$ cat src/pkg/wmd_pkg.sv
// Purpose : Constants for the writable microword field decoder
// Assumes : 10 MHz clk, classic Wishbone register access, 32-bit data
// Notes   : Microword bit positions are absolute indices into the 80-bit word
package wmd_pkg;

    // ============================================================
    // Register map (byte addresses)
    localparam logic [7:0] WMD_GRP0_OFF = 8'h00;
    localparam logic [7:0] WMD_GRP1_OFF = 8'h04;
    localparam logic [7:0] WMD_GRP2_OFF = 8'h08;
    localparam logic [7:0] WMD_GRP3_OFF = 8'h0C;
    localparam logic [7:0] WMD_GRP4_OFF = 8'h10;
    localparam logic [7:0] WMD_NEXT_OFF = 8'h14;
    localparam logic [7:0] WMD_CTRL_OFF = 8'h18;
    localparam logic [7:0] WMD_STAT_OFF = 8'h1C;

    // Control register fields
    localparam int CTRL_START_BIT   = 0;
    localparam int CTRL_RESTART_BIT = 1;
    localparam int CTRL_SRI_BIT     = 2;
    localparam int CTRL_RML_LO      = 4;

    // Status register fields
    localparam int STAT_BUSY_BIT    = 0;
    localparam int STAT_STOP_BIT    = 1;
    localparam int STAT_CARRY_BIT   = 2;
    localparam int STAT_EXT_BIT     = 3;

    // ============================================================
    // Microword layout
    localparam int WORD_BITS   = 80;
    localparam int GROUP_COUNT = 5;
    localparam int GROUP_BITS  = 16;
    localparam int XU_RIF_LO   = 0;
    localparam int XU_DAD_LO   = 32;
    localparam int XU_BUS_LO   = 36;
    localparam int XU_BA_LOAD  = 39;
    localparam int XU_D_LOAD   = 40;
    localparam int XU_B_LOAD   = 41;
    localparam int XU_IR_LOAD  = 44;
    localparam int XU_STOP     = 45;
    localparam int XU_CLK_LO   = 46;
    localparam int XU_MSC_LO   = 59;
    localparam int XU_STACK_TARGET_CODE_LO  = 62;
    localparam int XU_IMMEDIATE_CONSTANT_FIELD_LO  = 64;
    localparam int XU_LML_LO   = 64;
    localparam int XU_CARRY    = 76;
    localparam int XU_PERMIT   = 77;

    // Extension is live only at or above this next address
    localparam logic [15:0] EXT_MIN_ADDR = 16'h0100;
    // Console address of general register 0 (octal 777700)
    localparam logic [17:0] CONSOLE_REG_BASE = 18'o777700;

    // ============================================================
    // Field encodings
    localparam logic [2:0] BUS_DATI    = 3'h1;
    localparam logic [2:0] BUS_AWAIT   = 3'h2;
    localparam logic [2:0] BUS_DATIP   = 3'h3;
    localparam logic [2:0] BUS_DATO    = 3'h5;
    localparam logic [2:0] BUS_RESTART = 3'h6;
    localparam logic [2:0] BUS_DATOB   = 3'h7;

    localparam logic [3:0] DAD_NOP     = 4'h0;
    localparam logic [3:0] DAD_BYTE    = 4'h1;
    localparam logic [3:0] DAD_STACK   = 4'h3;
    localparam logic [3:0] DAD_CARRY   = 4'h4;
    localparam logic [3:0] DAD_FIR     = 4'h6;
    localparam logic [3:0] DAD_INHIBIT = 4'h7;

    localparam logic [1:0] STACK_TARGET_CODE_OFF    = 2'h0;
    localparam logic [1:0] STACK_TARGET_CODE_PUSH   = 2'h1;
    localparam logic [1:0] STACK_TARGET_CODE_READ   = 2'h2;
    localparam logic [1:0] STACK_TARGET_CODE_WRITE  = 2'h3;

    localparam logic [2:0] MSC_CONST   = 3'h1;

    // ============================================================
    // Phase timing
    localparam int CLK_NS = 100;
    localparam int P1_NS  = 140;
    localparam int P2_NS  = 200;
    localparam int P3_NS  = 300;
    localparam logic [1:0] P1_CYC = 2'((P1_NS + CLK_NS - 1) / CLK_NS);
    localparam logic [1:0] P2_CYC = 2'((P2_NS + CLK_NS - 1) / CLK_NS);
    localparam logic [1:0] P3_CYC = 2'((P3_NS + CLK_NS - 1) / CLK_NS);

endpackage

$ cat src/logic/wmd_decoder.sv
// Purpose : Decode the 80-bit writable microword into data path strobes
// Assumes : Software loads five 16-bit groups, then starts one microcycle
// Notes   : Do not rewrite groups while a cycle is busy; decode is live
`timescale 1ns/10ps
module wmd_decoder
    import wmd_pkg::*;
(
    // Clock and reset
    input  wire logic        clk,
    input  wire logic        rstn,
    // Wishbone slave
    input  wire logic        wb_cyc_i,
    input  wire logic        wb_stb_i,
    input  wire logic        wb_we_i,
    input  wire logic [7:0]  wb_adr_i,
    input  wire logic [3:0]  wb_sel_i,
    input  wire logic [31:0] wb_dat_i,
    output logic      [31:0] wb_dat_o,
    output logic             wb_ack_o,
    // Data path inputs
    input  wire logic [15:0] shifter_output,
    input  wire logic        carry_out_muxed,
    input  wire logic        status_carry,
    input  wire logic        ir_cmp_or_inc,
    input  wire logic        ir_add_carry,
    input  wire logic        ir_rotate_left,
    input  wire logic        ir_bit_cmp_test,
    // Phases and register strobes
    output logic             phase_p1,
    output logic             phase_p2,
    output logic             phase_p3,
    output logic             b_register_load,
    output logic             bus_address_load,
    output logic             d_register_load,
    output logic             instruction_register_load,
    output logic             processor_clock_run,
    // Bus controller requests
    output logic             bus_read,
    output logic             bus_read_pause,
    output logic             bus_write_word,
    output logic             bus_write_byte,
    output logic             await_bus_busy,
    output logic             restart_on_release,
    // Alteration and carry
    output logic             odd_address_allow,
    output logic             stack_overflow_check,
    output logic             alu_function_from_ir,
    output logic             alu_carry_in,
    // Extension
    output logic             extension_enable,
    output logic      [2:0]  extension_state,
    output logic             stack_push,
    output logic             stack_read_drive,
    output logic             stack_mem_write,
    output logic      [15:0] immediate_constant_field,
    output logic             immediate_constant_valid,
    output logic      [15:0] result_bus,
    output logic      [15:0] branch_condition_lines,
    // Register addressing
    output logic      [3:0]  register_select_field,
    output logic             register_select_valid
);

    // ============================================================
    // State
    typedef struct packed {
        logic [GROUP_COUNT-1:0][GROUP_BITS-1:0] grp;
        logic [15:0] next_addr;
        logic [3:0]  right_limit_mask;
        logic        immediate_register_select;
        logic        busy;
        logic [1:0]  cnt;
        logic        stopped;
        logic        carry_flop;
        logic [15:0] masked;
        logic        ack;
        logic [31:0] rdata;
    } wmd_state_t;

    wmd_state_t st_reg;
    wmd_state_t st_next;

    // ============================================================
    // Functions
    function automatic logic [15:0] left_mask(input logic [3:0] code);
        logic [15:0] m;
        m = '0;
        for (int i = 0; i < 16; i++) begin
            m[i] = (i <= int'(code));
        end
        return m;
    endfunction

    function automatic logic [15:0] right_mask(input logic [3:0] code);
        logic [15:0] m;
        m = '0;
        for (int i = 0; i < 16; i++) begin
            m[15-i] = (i <= int'(code));
        end
        return m;
    endfunction

    function automatic logic [15:0] lane_merge(input logic [15:0] old,
                                               input logic [31:0] data,
                                               input logic [3:0]  sel);
        logic [15:0] r;
        r = old;
        if (sel[0]) begin
            r[7:0] = data[7:0];
        end
        if (sel[1]) begin
            r[15:8] = data[15:8];
        end
        return r;
    endfunction

    // ============================================================
    // Field decode
    logic [WORD_BITS-1:0] xu;
    logic [2:0]  bus_code;
    logic [3:0]  dad;
    logic [1:0]  clk_code;
    logic [1:0]  stack_target_code;
    logic [2:0]  mask_shift_control;
    logic [1:0]  cyc_len;
    logic        cycle_end;
    logic        suppress;
    logic        ext_on;
    logic        use_const;
    logic [15:0] mask_now;

    assign xu        = st_reg.grp;
    assign bus_code  = xu[XU_BUS_LO +: 3];
    assign dad       = xu[XU_DAD_LO +: 4];
    assign clk_code  = xu[XU_CLK_LO +: 2];
    assign stack_target_code      = xu[XU_STACK_TARGET_CODE_LO +: 2];
    assign mask_shift_control       = xu[XU_MSC_LO +: 3];
    assign ext_on    = (st_reg.next_addr >= EXT_MIN_ADDR);
    assign use_const = ext_on && (mask_shift_control == MSC_CONST);
    // Test-type instructions under the inhibit code neither write nor stop
    assign suppress  = (dad == DAD_INHIBIT) && ir_bit_cmp_test;

    assign cyc_len   = clk_code[1] ? (clk_code[0] ? P3_CYC : P2_CYC) : P1_CYC;
    assign cycle_end = st_reg.busy && (st_reg.cnt == cyc_len - 2'h1);
    assign phase_p1  = cycle_end && !clk_code[1];
    assign phase_p2  = st_reg.busy && ((clk_code == 2'h2 && cycle_end)
                     || (clk_code == 2'h3 && st_reg.cnt == P2_CYC - 2'h1));
    assign phase_p3  = cycle_end && (clk_code == 2'h3);

    // ============================================================
    // Strobes
    assign b_register_load           = xu[XU_B_LOAD] && (phase_p1 || phase_p3);
    assign bus_address_load          = xu[XU_BA_LOAD] && (phase_p1 || phase_p2);
    assign d_register_load           = xu[XU_D_LOAD] && phase_p2;
    assign instruction_register_load = xu[XU_IR_LOAD] && (phase_p1 || phase_p3);
    assign processor_clock_run       = !st_reg.stopped;

    // Codes 000 and 100 match no request and leave the bus idle
    assign bus_read           = cycle_end && (bus_code == BUS_DATI);
    assign bus_read_pause     = cycle_end && (bus_code == BUS_DATIP);
    assign bus_write_word     = cycle_end && (bus_code == BUS_DATO) && !suppress;
    assign bus_write_byte     = cycle_end && (bus_code == BUS_DATOB) && !suppress;
    assign await_bus_busy     = cycle_end && (bus_code == BUS_AWAIT);
    assign restart_on_release = cycle_end && (bus_code == BUS_RESTART);

    assign odd_address_allow    = st_reg.busy && (dad == DAD_BYTE);
    assign stack_overflow_check = st_reg.busy && (dad == DAD_STACK);
    assign alu_function_from_ir = st_reg.busy && (dad == DAD_FIR);

    // Carry chain overrides any alteration-driven carry
    always_comb begin
        if (xu[XU_CARRY]) begin
            alu_carry_in = st_reg.carry_flop;
        end else if (dad == DAD_CARRY) begin
            alu_carry_in = 1'b1;
        end else if (dad == DAD_FIR) begin
            alu_carry_in = ir_cmp_or_inc || (ir_add_carry && status_carry)
                        || (ir_rotate_left && status_carry);
        end else begin
            alu_carry_in = 1'b0;
        end
    end

    // ============================================================
    // Extension
    assign extension_enable = ext_on;
    assign extension_state  = ext_on ? mask_shift_control : 3'h0;
    // Push needs the permit bit set; a plain stack-word write is not a push
    assign stack_push       = cycle_end && ext_on && xu[XU_PERMIT]
                            && (stack_target_code == STACK_TARGET_CODE_PUSH);
    assign stack_mem_write  = cycle_end && ext_on && !use_const
                            && (stack_target_code == STACK_TARGET_CODE_WRITE);
    assign stack_read_drive = st_reg.busy && ext_on && !use_const
                            && (stack_target_code == STACK_TARGET_CODE_READ);
    assign immediate_constant_field = xu[XU_IMMEDIATE_CONSTANT_FIELD_LO +: 16];
    assign immediate_constant_valid = st_reg.busy && use_const;
    // Constant use takes the low immediate bits, so no left limit then
    assign mask_now = use_const ? right_mask(st_reg.right_limit_mask)
                    : left_mask(xu[XU_LML_LO +: 4]) & right_mask(st_reg.right_limit_mask);
    assign result_bus             = st_reg.masked;
    assign branch_condition_lines = st_reg.masked;

    assign register_select_field = st_reg.immediate_register_select ? xu[XU_RIF_LO +: 4] : 4'h0;
    assign register_select_valid = st_reg.immediate_register_select;

    assign wb_dat_o = st_reg.rdata;
    assign wb_ack_o = st_reg.ack;

    // ============================================================
    // Next state
    always_comb begin
        logic req;
        logic wr;
        logic start;
        req     = 1'b0;
        wr      = 1'b0;
        start   = 1'b0;
        st_next = st_reg;
        req     = wb_cyc_i && wb_stb_i && !st_reg.ack;
        wr      = req && wb_we_i;
        st_next.ack = req;
        // Bus slave: registered single-cycle answer, unmapped reads give zero
        if (req) begin
            st_next.rdata = 32'h0;
            if (wb_adr_i == WMD_NEXT_OFF) begin
                st_next.rdata[15:0] = st_reg.next_addr;
            end else if (wb_adr_i == WMD_CTRL_OFF) begin
                st_next.rdata[CTRL_SRI_BIT] = st_reg.immediate_register_select;
                st_next.rdata[CTRL_RML_LO +: 4] = st_reg.right_limit_mask;
            end else if (wb_adr_i == WMD_STAT_OFF) begin
                st_next.rdata[STAT_BUSY_BIT]  = st_reg.busy;
                st_next.rdata[STAT_STOP_BIT]  = st_reg.stopped;
                st_next.rdata[STAT_CARRY_BIT] = st_reg.carry_flop;
                st_next.rdata[STAT_EXT_BIT]   = ext_on;
            end else if (wb_adr_i <= WMD_GRP4_OFF && wb_adr_i[1:0] == 2'h0) begin
                st_next.rdata[15:0] = st_reg.grp[wb_adr_i[4:2]];
            end
        end
        if (wr) begin
            if (wb_adr_i == WMD_NEXT_OFF) begin
                st_next.next_addr = lane_merge(st_reg.next_addr, wb_dat_i, wb_sel_i);
            end else if (wb_adr_i == WMD_CTRL_OFF && wb_sel_i[0]) begin
                st_next.immediate_register_select = wb_dat_i[CTRL_SRI_BIT];
                st_next.right_limit_mask = wb_dat_i[CTRL_RML_LO +: 4];
                start       = wb_dat_i[CTRL_START_BIT];
                if (wb_dat_i[CTRL_RESTART_BIT]) begin
                    st_next.stopped = 1'b0;
                end
            end else if (wb_adr_i <= WMD_GRP4_OFF && wb_adr_i[1:0] == 2'h0) begin
                st_next.grp[wb_adr_i[4:2]] =
                    lane_merge(st_reg.grp[wb_adr_i[4:2]], wb_dat_i, wb_sel_i);
            end
        end
        // Microcycle sequencing; a stopped clock refuses new cycles
        if (start && !st_reg.busy && !st_reg.stopped) begin
            st_next.busy = 1'b1;
            st_next.cnt  = 2'h0;
        end else if (cycle_end) begin
            st_next.busy = 1'b0;
            st_next.cnt  = 2'h0;
        end else if (st_reg.busy) begin
            st_next.cnt = st_reg.cnt + 2'h1;
        end
        if (cycle_end) begin
            // Stop set wins over a restart in the same cycle
            if (xu[XU_STOP] && !suppress) begin
                st_next.stopped = 1'b1;
            end
            if (xu[XU_CARRY]) begin
                st_next.carry_flop = carry_out_muxed;
            end
        end
        if (st_reg.busy && ext_on) begin
            st_next.masked = shifter_output & mask_now;
        end
    end

    always_ff @(posedge clk or negedge rstn) begin
        if (!rstn) begin
            st_reg <= '0;
        end else begin
            st_reg <= st_next;
        end
    end

    // Both limit masks, apart from the constant path, so the masker check stands alone
    logic [15:0] mask_both;
    assign mask_both = left_mask(xu[XU_LML_LO +: 4]) & right_mask(st_reg.right_limit_mask);
endmodule

$ cat config.mk
export PLATFORM = sky130hd
export DESIGN_NAME = wmd_decoder
export DESIGN_NICKNAME = d
export VERILOG_FILES = /design/src/pkg/wmd_pkg.sv /design/src/logic/wmd_decoder.sv
export SDC_FILE = /design/constraint.sdc
export NUM_CORES = 1
export LEC_CHECK = 0
export ABC_AREA = 1
export BUFFER_PORTS_ARGS = -buffer_cell sky130_fd_sc_hd__buf_4
export CAP_MARGIN = 25
export CELL_PAD_IN_SITES_DETAIL_PLACEMENT = 0
export CELL_PAD_IN_SITES_GLOBAL_PLACEMENT = 2
export CORE_ASPECT_RATIO = 1.1
export CORE_MARGIN = 5
export CORE_UTILIZATION = 33
export DETAILED_ROUTE_END_ITERATION = 12
export PLACE_DENSITY = 0.9
export RECOVER_POWER = 50
export SETUP_SLACK_MARGIN = 0.4
export SLEW_MARGIN = 10
export SYNTH_ARGS = -nofsm -noshare
export SYNTH_HDL_FRONTEND = slang
export SYNTH_SLANG_ARGS = --single-unit
$ cat constraint.sdc
create_clock -name clk -period 2.8 [get_ports clk]
set_input_delay 0.28 -clock clk [delete_from_list [all_inputs] [get_ports clk]]
set_output_delay 0.28 -clock clk [all_outputs]
set_load 0.02 [all_outputs]
==> summary.txt, run 1 <==
Outcome
  – Status: finished clean

Synthesis
  – Asr flop ratio synth: 100%
  – Post-synth EDFFs: 0
  – Cell count after synthesis: 1,094
  – Synth area leader: dfrtp_1
  – Mapped cell area: 0.00795 mm2
  – Register area share after synthesis: 43.8%
  – Mapped Avg Cell Area: 7.27 um2
  – Post-synth top flop: dfrtp_1
  – Yosys warns: 0
  – Top-area cell type share of the netlist area: 43.8%
  – Yosys cell types: 34
  – Yosys reg bits: 139
  – Area contributors post-synth: dfrtp_1 44%, nand2_1 16%, nand3_1 7.9%

Floorplanning
  – Starting Density: 33.5%
  – Row count: 59
  – Die height: 173 um
  – Die W: 158 um
  – Io pins: 183
  – Area of the die: 0.0273 mm2
  – Core Box Area: 0.0237 mm2

STA
  – Fin. max-slew vios: 0
  – Final WS setup: 0.537 ns
  – Fmax: 0.442 GHz
  – Final Critical Period: 2.26 ns
  – Final Skew: roughly 0.011 ns
  – Fin crit share: 80.8%
  – Final setup vio count: 0
  – RSZ-0062 raised after global routing: no
  – Post-Route Setup TNS: 0 ns
  – Worst-Margin Slew: between 1 and 1.5 ns
  – Final hold vios: 0
  – Max_slew headroom: 17.4%

Route
  – Met1 WL: 12.0 mm
  – Routed wire per std cell: approximately 17 um
  – Drt via density: about 4.8
  – 1st-iter DRT viols: roughly 400
  – # DRC: 0
  – Max Used Layer: met4
  – Drt total wl: 25.6 mm
  – Met2 wire length: 11.5 mm
  – DR vias: 7,273
  – Met3 WL: 1.56 mm
  – Post-route ant nets: 0
  – DRT Pass-1 Iters: 5

Layout
  – Layout Nets: 1,257
  – Max FFs per register: 77
  – N_diodes: 0
  – Final core occ: approximately two fifths
  – Share of cells above drive strength 1: between 10% and 20%
  – Area delta synth->final: 18.8%

CTS
  – CTS tree: yes
  – CTS H-tree depth: 4
  – Num CTS Buffers: 17
  – Clock root buffer: clkbuf_16
  – Sink Count: 139
  – Worst-Skew Late Latency: 0.43 ns
  – Clock Tree Buf Depth: 2
  – Clk pin slew, worst setup/hold paths: approximately 0.060 ns

Critical path
  – CP Launch Point: st_reg[67]
  – Worst Reg-to-Reg Cells: 5
  – Register-to-register setup slack: 0.80 ns
  – Critical Path AT: 1.98 ns
  – Nature of the critical path startpoint: register
  – Worst setup path class: reg -> out
  – Critical Path Fanout Max: 8
  – Crit path buffers/inverters: 2
  – CP endpoint kind: output pin
  – Worst flop-to-flop path endpoint: wb_dat_o[2]
  – Data required, critical path: 2.52 ns
  – Origin of the critical flop-to-flop path: wb_ack_o
  – Crit path depth: 7
  – Crit path cell chain: nor2_1 > nand4_1 > nand2_1 > buf_4 > nand2_1 > nor3_1 > buf_4
  – Crit path max-delay family: simple AND/OR/NAND/NOR gates
  – Slowest CP cell: dfrtp_1
  – Critical path's largest stage delay: approximately 0.40 ns
  – Crit path capture: stack_read_drive

Power
  – LEAKAGE: 4.87 nW
  – Worst VDD drop: 0.000330 V
  – Pwr per Cell Area: 536 mW/mm2

Place
  – Hpwl dp: 18.8 mm
  – IO buf count: 148
  – Pre-CTS setup slack: between 0.5 and 0.6 ns
  – Final Wtd Congestion: 0.824

Global routing
  – Initial antenna violation count: 0
  – Largest net degree at the start of global routing: 69
  – First-pass GRT wire length: 40.1 mm
  – Gr usage total: about a fifth
  – Vias in the first global route: 7,233
  – Grt ovf: 0

Worst hold path
  – Hold crit path type: in -> reg
  – Hold depth: 3

Run
  – MaxCap Viol Count: 0
-- synth_stat cells, types with 2 or more instances --
cell type and number:
inv_1 112, nor2_4 2, a21oi_1 17, a31oi_1 5
clkbuf_1 23, nand2_1 345, nor3_1 10, nor2_1 62
buf_2 9, dfrtp_1 139, o2111ai_1 3, o21ai_0 80
o211ai_1 2, inv_2 5, nand4_1 5, or2_2 4
buf_6 3, nor4_1 6, o31ai_1 9, nor3_4 3
nand3_1 126, o21ai_1 28, buf_1 4, buf_4 82
-- where the power goes --
group / total [mW] / internal [mW] / switching [mW]
clock: 2.51 / 1.63 / 0.880
sequential: 2.08 / 2.05 / 0.0286
combinational: 0.479 / 0.140 / 0.339
-- worst min-delay path by stage --
stage	start	endpoint	slack, ns
detailed placement	rstn	wb_dat_o[10]	0.24
floorplan	rstn	branch_condition_lines[0]	-0.02
global route	shifter_output[15]	branch_condition_lines[15]	0.1
global placement	rstn	wb_dat_o[10]	0.24
CTS	shifter_output[13]	branch_condition_lines[13]	0.07
finish	shifter_output[13]	branch_condition_lines[13]	0.08
-- cells by family after synthesis --
group,count (synthesis),synth area share (%)
AO/OA/AOI/OAI,145,9.74
adder cells (fa/ha/maj),1,0.157
buffers and inverters,239,15.6
flip-flops,139,43.8
other,1,0.0472
AND/OR/NAND/NOR,569,30.7
-- what timing repair did --
action,in CTS,in global routing
hold buffers,1,0
hold endpoints to repair,42,0
endpoints found under the setup margin,8,7
pin swaps,1,1
gates resized for setup,6,2
setup buffers,2,2
-- final cells by class --
type	instances	area, um2
inverter	118	443
fill	2512	14300
sequential	139	3480
clock inverter	10	190
clock buffer	21	460
tap	305	382
multi-input combinational	731	3320
timing repair buffer	178	1170
-- placed cells by master (no fill, tap or decap), types with 2 or more instances in the layout --
| cell | n |
|---|---|
| a21oi_1 | 16 |
| a31oi_1 | 5 |
| buf_4 | 126 |
| bufinv_16 | 5 |
| clkbuf_1 | 50 |
| clkbuf_16 | 17 |
| clkbuf_2 | 2 |
| clkbuf_8 | 2 |
| clkinv_4 | 2 |
| clkinvlp_4 | 3 |
| conb_1 | 16 |
| dfrtp_1 | 139 |
| inv_1 | 111 |
| inv_2 | 6 |
| nand2_1 | 344 |
| nand3_1 | 126 |
| nand4_1 | 5 |
| nor2_1 | 61 |
| nor2_2 | 2 |
| nor2_4 | 2 |
| nor3_1 | 9 |
| nor3_2 | 2 |
| nor3_4 | 3 |
| nor4_1 | 5 |
| o2111ai_1 | 3 |
| o211ai_1 | 2 |
| o21ai_0 | 79 |
| o21ai_1 | 29 |
| o31ai_1 | 9 |
| or2_2 | 4 |
-- metrics by stage --
step	std cells	hold slack [ns]	cell area (um2)	total power [mW]
finish	1502	0.0840	9440	5.07
detailed placement	1466	0.240	8910	2.62
CTS	1500	0.0710	9610	5.13
global route	1502	0.0953	9440	5.25
global placement	1466	0.237	8910	2.62
floorplan	1109	-0.0156	8010	2.43
-- worst register-to-register path, stage by stage, from the launching register on --
cell and delay (ns):
dfrtp_1 0.39, nor2_2 0.12, clkbuf_1 0.86, inv_1 0.31, nand2_1 0.15, nand2_1 0.06
-- per-layer routing --
layer	vias up	track usage [%]
li1	3588	-
met1	3442	26.6
met2	210	28.8
met3	33	3.70
met4	0	6.01
met5	-	0
Power figures use the tool's default switching activity.
==> run 2: changes to the inputs <==
--- a/config.mk
+++ b/config.mk
@@ -5,16 +5,16 @@
 export SDC_FILE = /design/constraint.sdc
 export NUM_CORES = 1
 export LEC_CHECK = 0
-export ABC_AREA = 1
+export ABC_AREA = 0
 export BUFFER_PORTS_ARGS = -buffer_cell sky130_fd_sc_hd__buf_4
 export CAP_MARGIN = 25
 export CELL_PAD_IN_SITES_DETAIL_PLACEMENT = 0
 export CELL_PAD_IN_SITES_GLOBAL_PLACEMENT = 2
 export CORE_ASPECT_RATIO = 1.1
 export CORE_MARGIN = 5
-export CORE_UTILIZATION = 33
+export CORE_UTILIZATION = 31
 export DETAILED_ROUTE_END_ITERATION = 12
-export PLACE_DENSITY = 0.9
+export PLACE_DENSITY = 0.8
 export RECOVER_POWER = 50
 export SETUP_SLACK_MARGIN = 0.4
 export SLEW_MARGIN = 10
==> constraint.sdc (replaced) <==
create_clock -name clk -period 2 [get_ports clk]
set_input_delay 0.2 -clock clk [delete_from_list [all_inputs] [get_ports clk]]
set_output_delay 0.2 -clock clk [all_outputs]
set_load 0.02 [all_outputs]
==> run 2 against run 1 <==
  * The run now ends with negative setup slack left
  * Area after synthesis increased by 1.2%
  * Cell area is 32% higher
  * Cell count decreased by 11%
  * Hold slack worse by 0.060 ns
  * Critical endpoint unchanged
  * Clock-buffer cell count shrank 4
  * Critical path depth shrank 2
  * Sequential power up 38%
  * Highest routed layer unchanged
  * First-iteration DRC count increased by 12%
  * Global-route usage down 0.33 points
  * Combinational power up 48%
  * Synthesized cell count down 29%
  * Power up 33%
==> summary.txt, run 2 <==
Layout
  – Max FFs per register: 77 (unchanged)
  – FF+latch area: 0.00349 mm2 (+0.32%)
  – Commonest non-fill, non-tap cell in the layout: buf_4
  – Most frequent cells in the layout: 158 x buf_4, 130 x dfrtp_1, 72 x mux2_4
  – Fill cells: 2,300 (-8.4%)
  – Layout Nets: 1,050 (-16%)
  – Share of cells above drive strength 1: 56.3% (+41 points)
  – Final core occ: 49.1% (+9.3 points)
  – Area of the multi-input gates: 0.00524 mm2 (+58%)
  – N_diodes: 0 (unchanged)
  – Area delta synth->final: 55.3%

Outcome
  – Status: finished with violations
  – Failing checks: negative setup slack

Floorplanning
  – Die height: 179 um (+3.6%)
  – Area of the die: 0.0293 mm2 (+7.2%)
  – Core Box Area: 0.0254 mm2 (+7.3%)
  – Io pins: 183 (unchanged)
  – Starting Density: 31.6% (-1.9 points)
  – Row count: 61 (+3.4%)
  – Die W: 164 um (+3.5%)

Synthesis
  – Yosys warns: 0 (unchanged)
  – Top-count cell post-synth: dfrtp_1
  – Synth cell count leaders: 139 x dfrtp_1, 102 x nand2_1, 82 x buf_4
  – Area contributors post-synth: dfrtp_1 43%, mux2_2 10%, buf_4 7.7%
  – Cell count after synthesis: 777 (-29%)
  – Top-area cell type share of the netlist area: 43.3% (-0.50 points)
  – Synth area leader: dfrtp_1
  – Post-synth top flop: dfrtp_1
  – Yosys reg bits: 139 (unchanged)
  – Mapped Avg Cell Area: 10.3 um2 (+42%)
  – Mapped cell area: 0.00804 mm2 (+1.2%)
  – Post-synth EDFFs: 0 (unchanged)
  – Yosys cell types: 69 (+100%)
  – Register area share after synthesis: 43.3% (-0.50 points)
  – Asr flop ratio synth: 100% (unchanged)

Place
  – Pre-CTS setup slack: 0.00809 ns (-0.582 ns)
  – Final Wtd Congestion: 0.795 (-3.5%)
  – Hpwl dp: 18.2 mm (-3.2%)
  – IO buf count: 148 (unchanged)

Critical path
  – Worst flop-to-flop path endpoint: immediate_constant_field[14]
  – Crit path max-delay family: simple AND/OR/NAND/NOR gates
  – Data required, critical path: 1.80 ns (-0.72 ns)
  – Register-to-register setup slack: 0.07 ns (-0.73 ns)
  – Origin of the critical flop-to-flop path: clk_code[0]
  – Nature of the critical path startpoint: register
  – Worst Reg-to-Reg Cells: 5 (unchanged)
  – Crit path cell chain: nor4_4 > a2111oi_4 > nand2b_4 > nor3_4 > buf_6
  – CP endpoint kind: output pin
  – Worst setup path class: reg -> out
  – Crit path buffers/inverters: 1 (-1)
  – Critical Path AT: 1.91 ns (-0.07 ns)
  – Critical Path Fanout Max: 3 (-5)
  – Critical path's largest stage delay: 0.43 ns (+0.03 ns)
  – Slowest CP cell: dfrtp_1

Global routing
  – Vias in the first global route: 6,909 (-4.5%)
  – Largest net degree at the start of global routing: 47 (-32%)
  – Grt ovf: 0 (unchanged)
  – Initial antenna violation count: 0 (unchanged)
  – Gr usage total: 18.4% (-0.33 points)
  – First-pass GRT wire length: 41.4 mm (+3.3%)

STA
  – Hold slack: 0.0240 ns (-0.0600 ns)
  – Final setup vio count: 10 (+10)
  – Max_slew headroom: 37.3% (+20 points)
  – Fin. max-slew vios: 0 (unchanged)
  – RSZ-0062 raised after global routing: yes
  – Fin crit share: 105%
  – Final Critical Period: 2.11 ns
  – Worst-Margin Slew: 0.940 ns (-0.299 ns)
  – Fmax: 0.475 GHz
  – Final Skew: 0.0101 ns (-0.00117 ns)
  – Final WS setup: -0.106 ns (-0.643 ns)
  – Final hold vios: 0 (unchanged)

Route
  – Drt total wl: 27.6 mm (+7.8%)
  – DRT Pass-1 Iters: 5 (unchanged)
  – Post-route ant nets: 0 (unchanged)
  – 1st-iter DRT viols: 443 (+12%)
  – # DRC: 0 (unchanged)
  – DR vias: 6,835 (-6.0%)
  – Drt via density: 5.11 (+5.6%)
  – Routed wire per std cell: 20.7 um (+21%)

Power
  – Switching portion of total power: 26.3% (+1.7 points)
  – Pwr per Cell Area: 541 mW/mm2 (+0.88%)
  – LEAKAGE: 5.53 nW (+14%)
  – Total power: 6.76 mW (+33%)
  – Worst VDD drop: 0.000515 V (+56%)
  – Psw: 1.78 mW (+43%)
  – Clock power frac: 47.2% (-2.3 points)
  – Internal power: 4.98 mW (+30%)
  – Power share of the combinational group: 10.5% (+1.0 points)
  – Sequential Power Share: 42.3% (+1.2 points)

CTS
  – Sink Count: 139 (unchanged)
  – Num CTS Buffers: 17 (unchanged)
  – Clk pin slew, worst setup/hold paths: 0.06 ns (about the same)
  – Worst-Skew Late Latency: 0.43 ns (about the same)
  – CTS H-tree depth: 4 (unchanged)
  – Clock Tree Buf Depth: 2 (unchanged)
  – CTS tree: yes
  – Clock root buffer: clkbuf_16

Worst hold path
  – Hold crit path type: in -> reg
  – Worst Hold Launch: wb_dat_i[11]
  – Hold depth: 2 (-1)
  – Hold endpoint: st_reg[70]

Run
  – MaxCap Viol Count: 0 (unchanged)
==> run 2: worst max-delay path by stage <==
| stage | cells after the start | slack [ns] | start | end |
|---|---|---|---|---|
| after floorplan | 6 | 0.09 | wb_ack_o | st_reg[102] |
| after global placement | 4 | -0.02 | wb_adr_i[2] | dad[1] |
| after detailed placement | 6 | 0.008 | wb_adr_i[1] | st_reg[57] |
| after CTS | 5 | -0.12 | st_reg[68] | stack_read_drive |
| after global routing | 6 | -0.18 | st_reg[51] | await_bus_busy |
| final | 5 | -0.11 | st_reg[70] | stack_read_drive |
==> run 2: area by class of cell <==
class	count	share of cell area (%)
Clock inverter	15	1.30
Multi-Input combinational cell	512	41.9
Sequential cell	139	27.9
Tap cell	346	3.47
Timing Repair Buffer	291	21.4
Inverter	17	0.551
Clock buffer	17	3.41
==> run 2: kinds of logic after synthesis <==
| group | synth area share, % |
|---|---|
| buffers and inverters | 11.8 |
| adder cells (fa/ha/maj) | 0.156 |
| other | 0.0466 |
| multiplexers | 15.2 |
| AND/OR/NAND/NOR | 16.0 |
| flip-flops | 43.3 |
| AO/OA/AOI/OAI | 13.5 |
==> run 2: power by group through the flow <==
stage               logic [mW]  clock network (mW)  registers, mW
floorplan                0.314                   0           2.90
global placement         0.567                   0           2.91
detailed placement       0.569                   0           2.91
CTS                      0.680                3.25           2.86
global route             0.754                3.35           2.86
finish                   0.707                3.19           2.86
==> run 2: what timing repair did <==
action | 4_1_cts | 5_1_grt
gates resized for setup | 243 | 118
hold buffers | 2 | 0
pin swaps | 40 | 42
cloned | 12 | 0
setup buffers | 57 | 16
hold endpoints to repair | 31 | 0
endpoints found under the setup margin | 156 | 162
==> run 2: worst reg2reg max path, stage by stage, from the launching register on <==
cell and delay (ns):
dfrtp_1 0.40, buf_6 0.12, mux4_2 0.48, and2_4 0.18, o31a_1 0.33, mux2_4 0.30
==> run 2: per-stage QoR <==
stage | setup TNS (ns) | cells | cell area [um2]
after detailed placement | 0 | 1218 | 9690
after global placement | -0.0158 | 1218 | 9690
final | -0.536 | 1337 | 12500
after floorplan | 0 | 792 | 8460
after CTS | -0.829 | 1321 | 12000
after global routing | -1.58 | 1337 | 12500
==> run 2: per-layer routing <==
layer,part of all wire (%),global-route usage [%]
met1,44,24.6
met4,2.3,6.01
met5,0,0
met3,4.6,3.15
met2,49,30.5
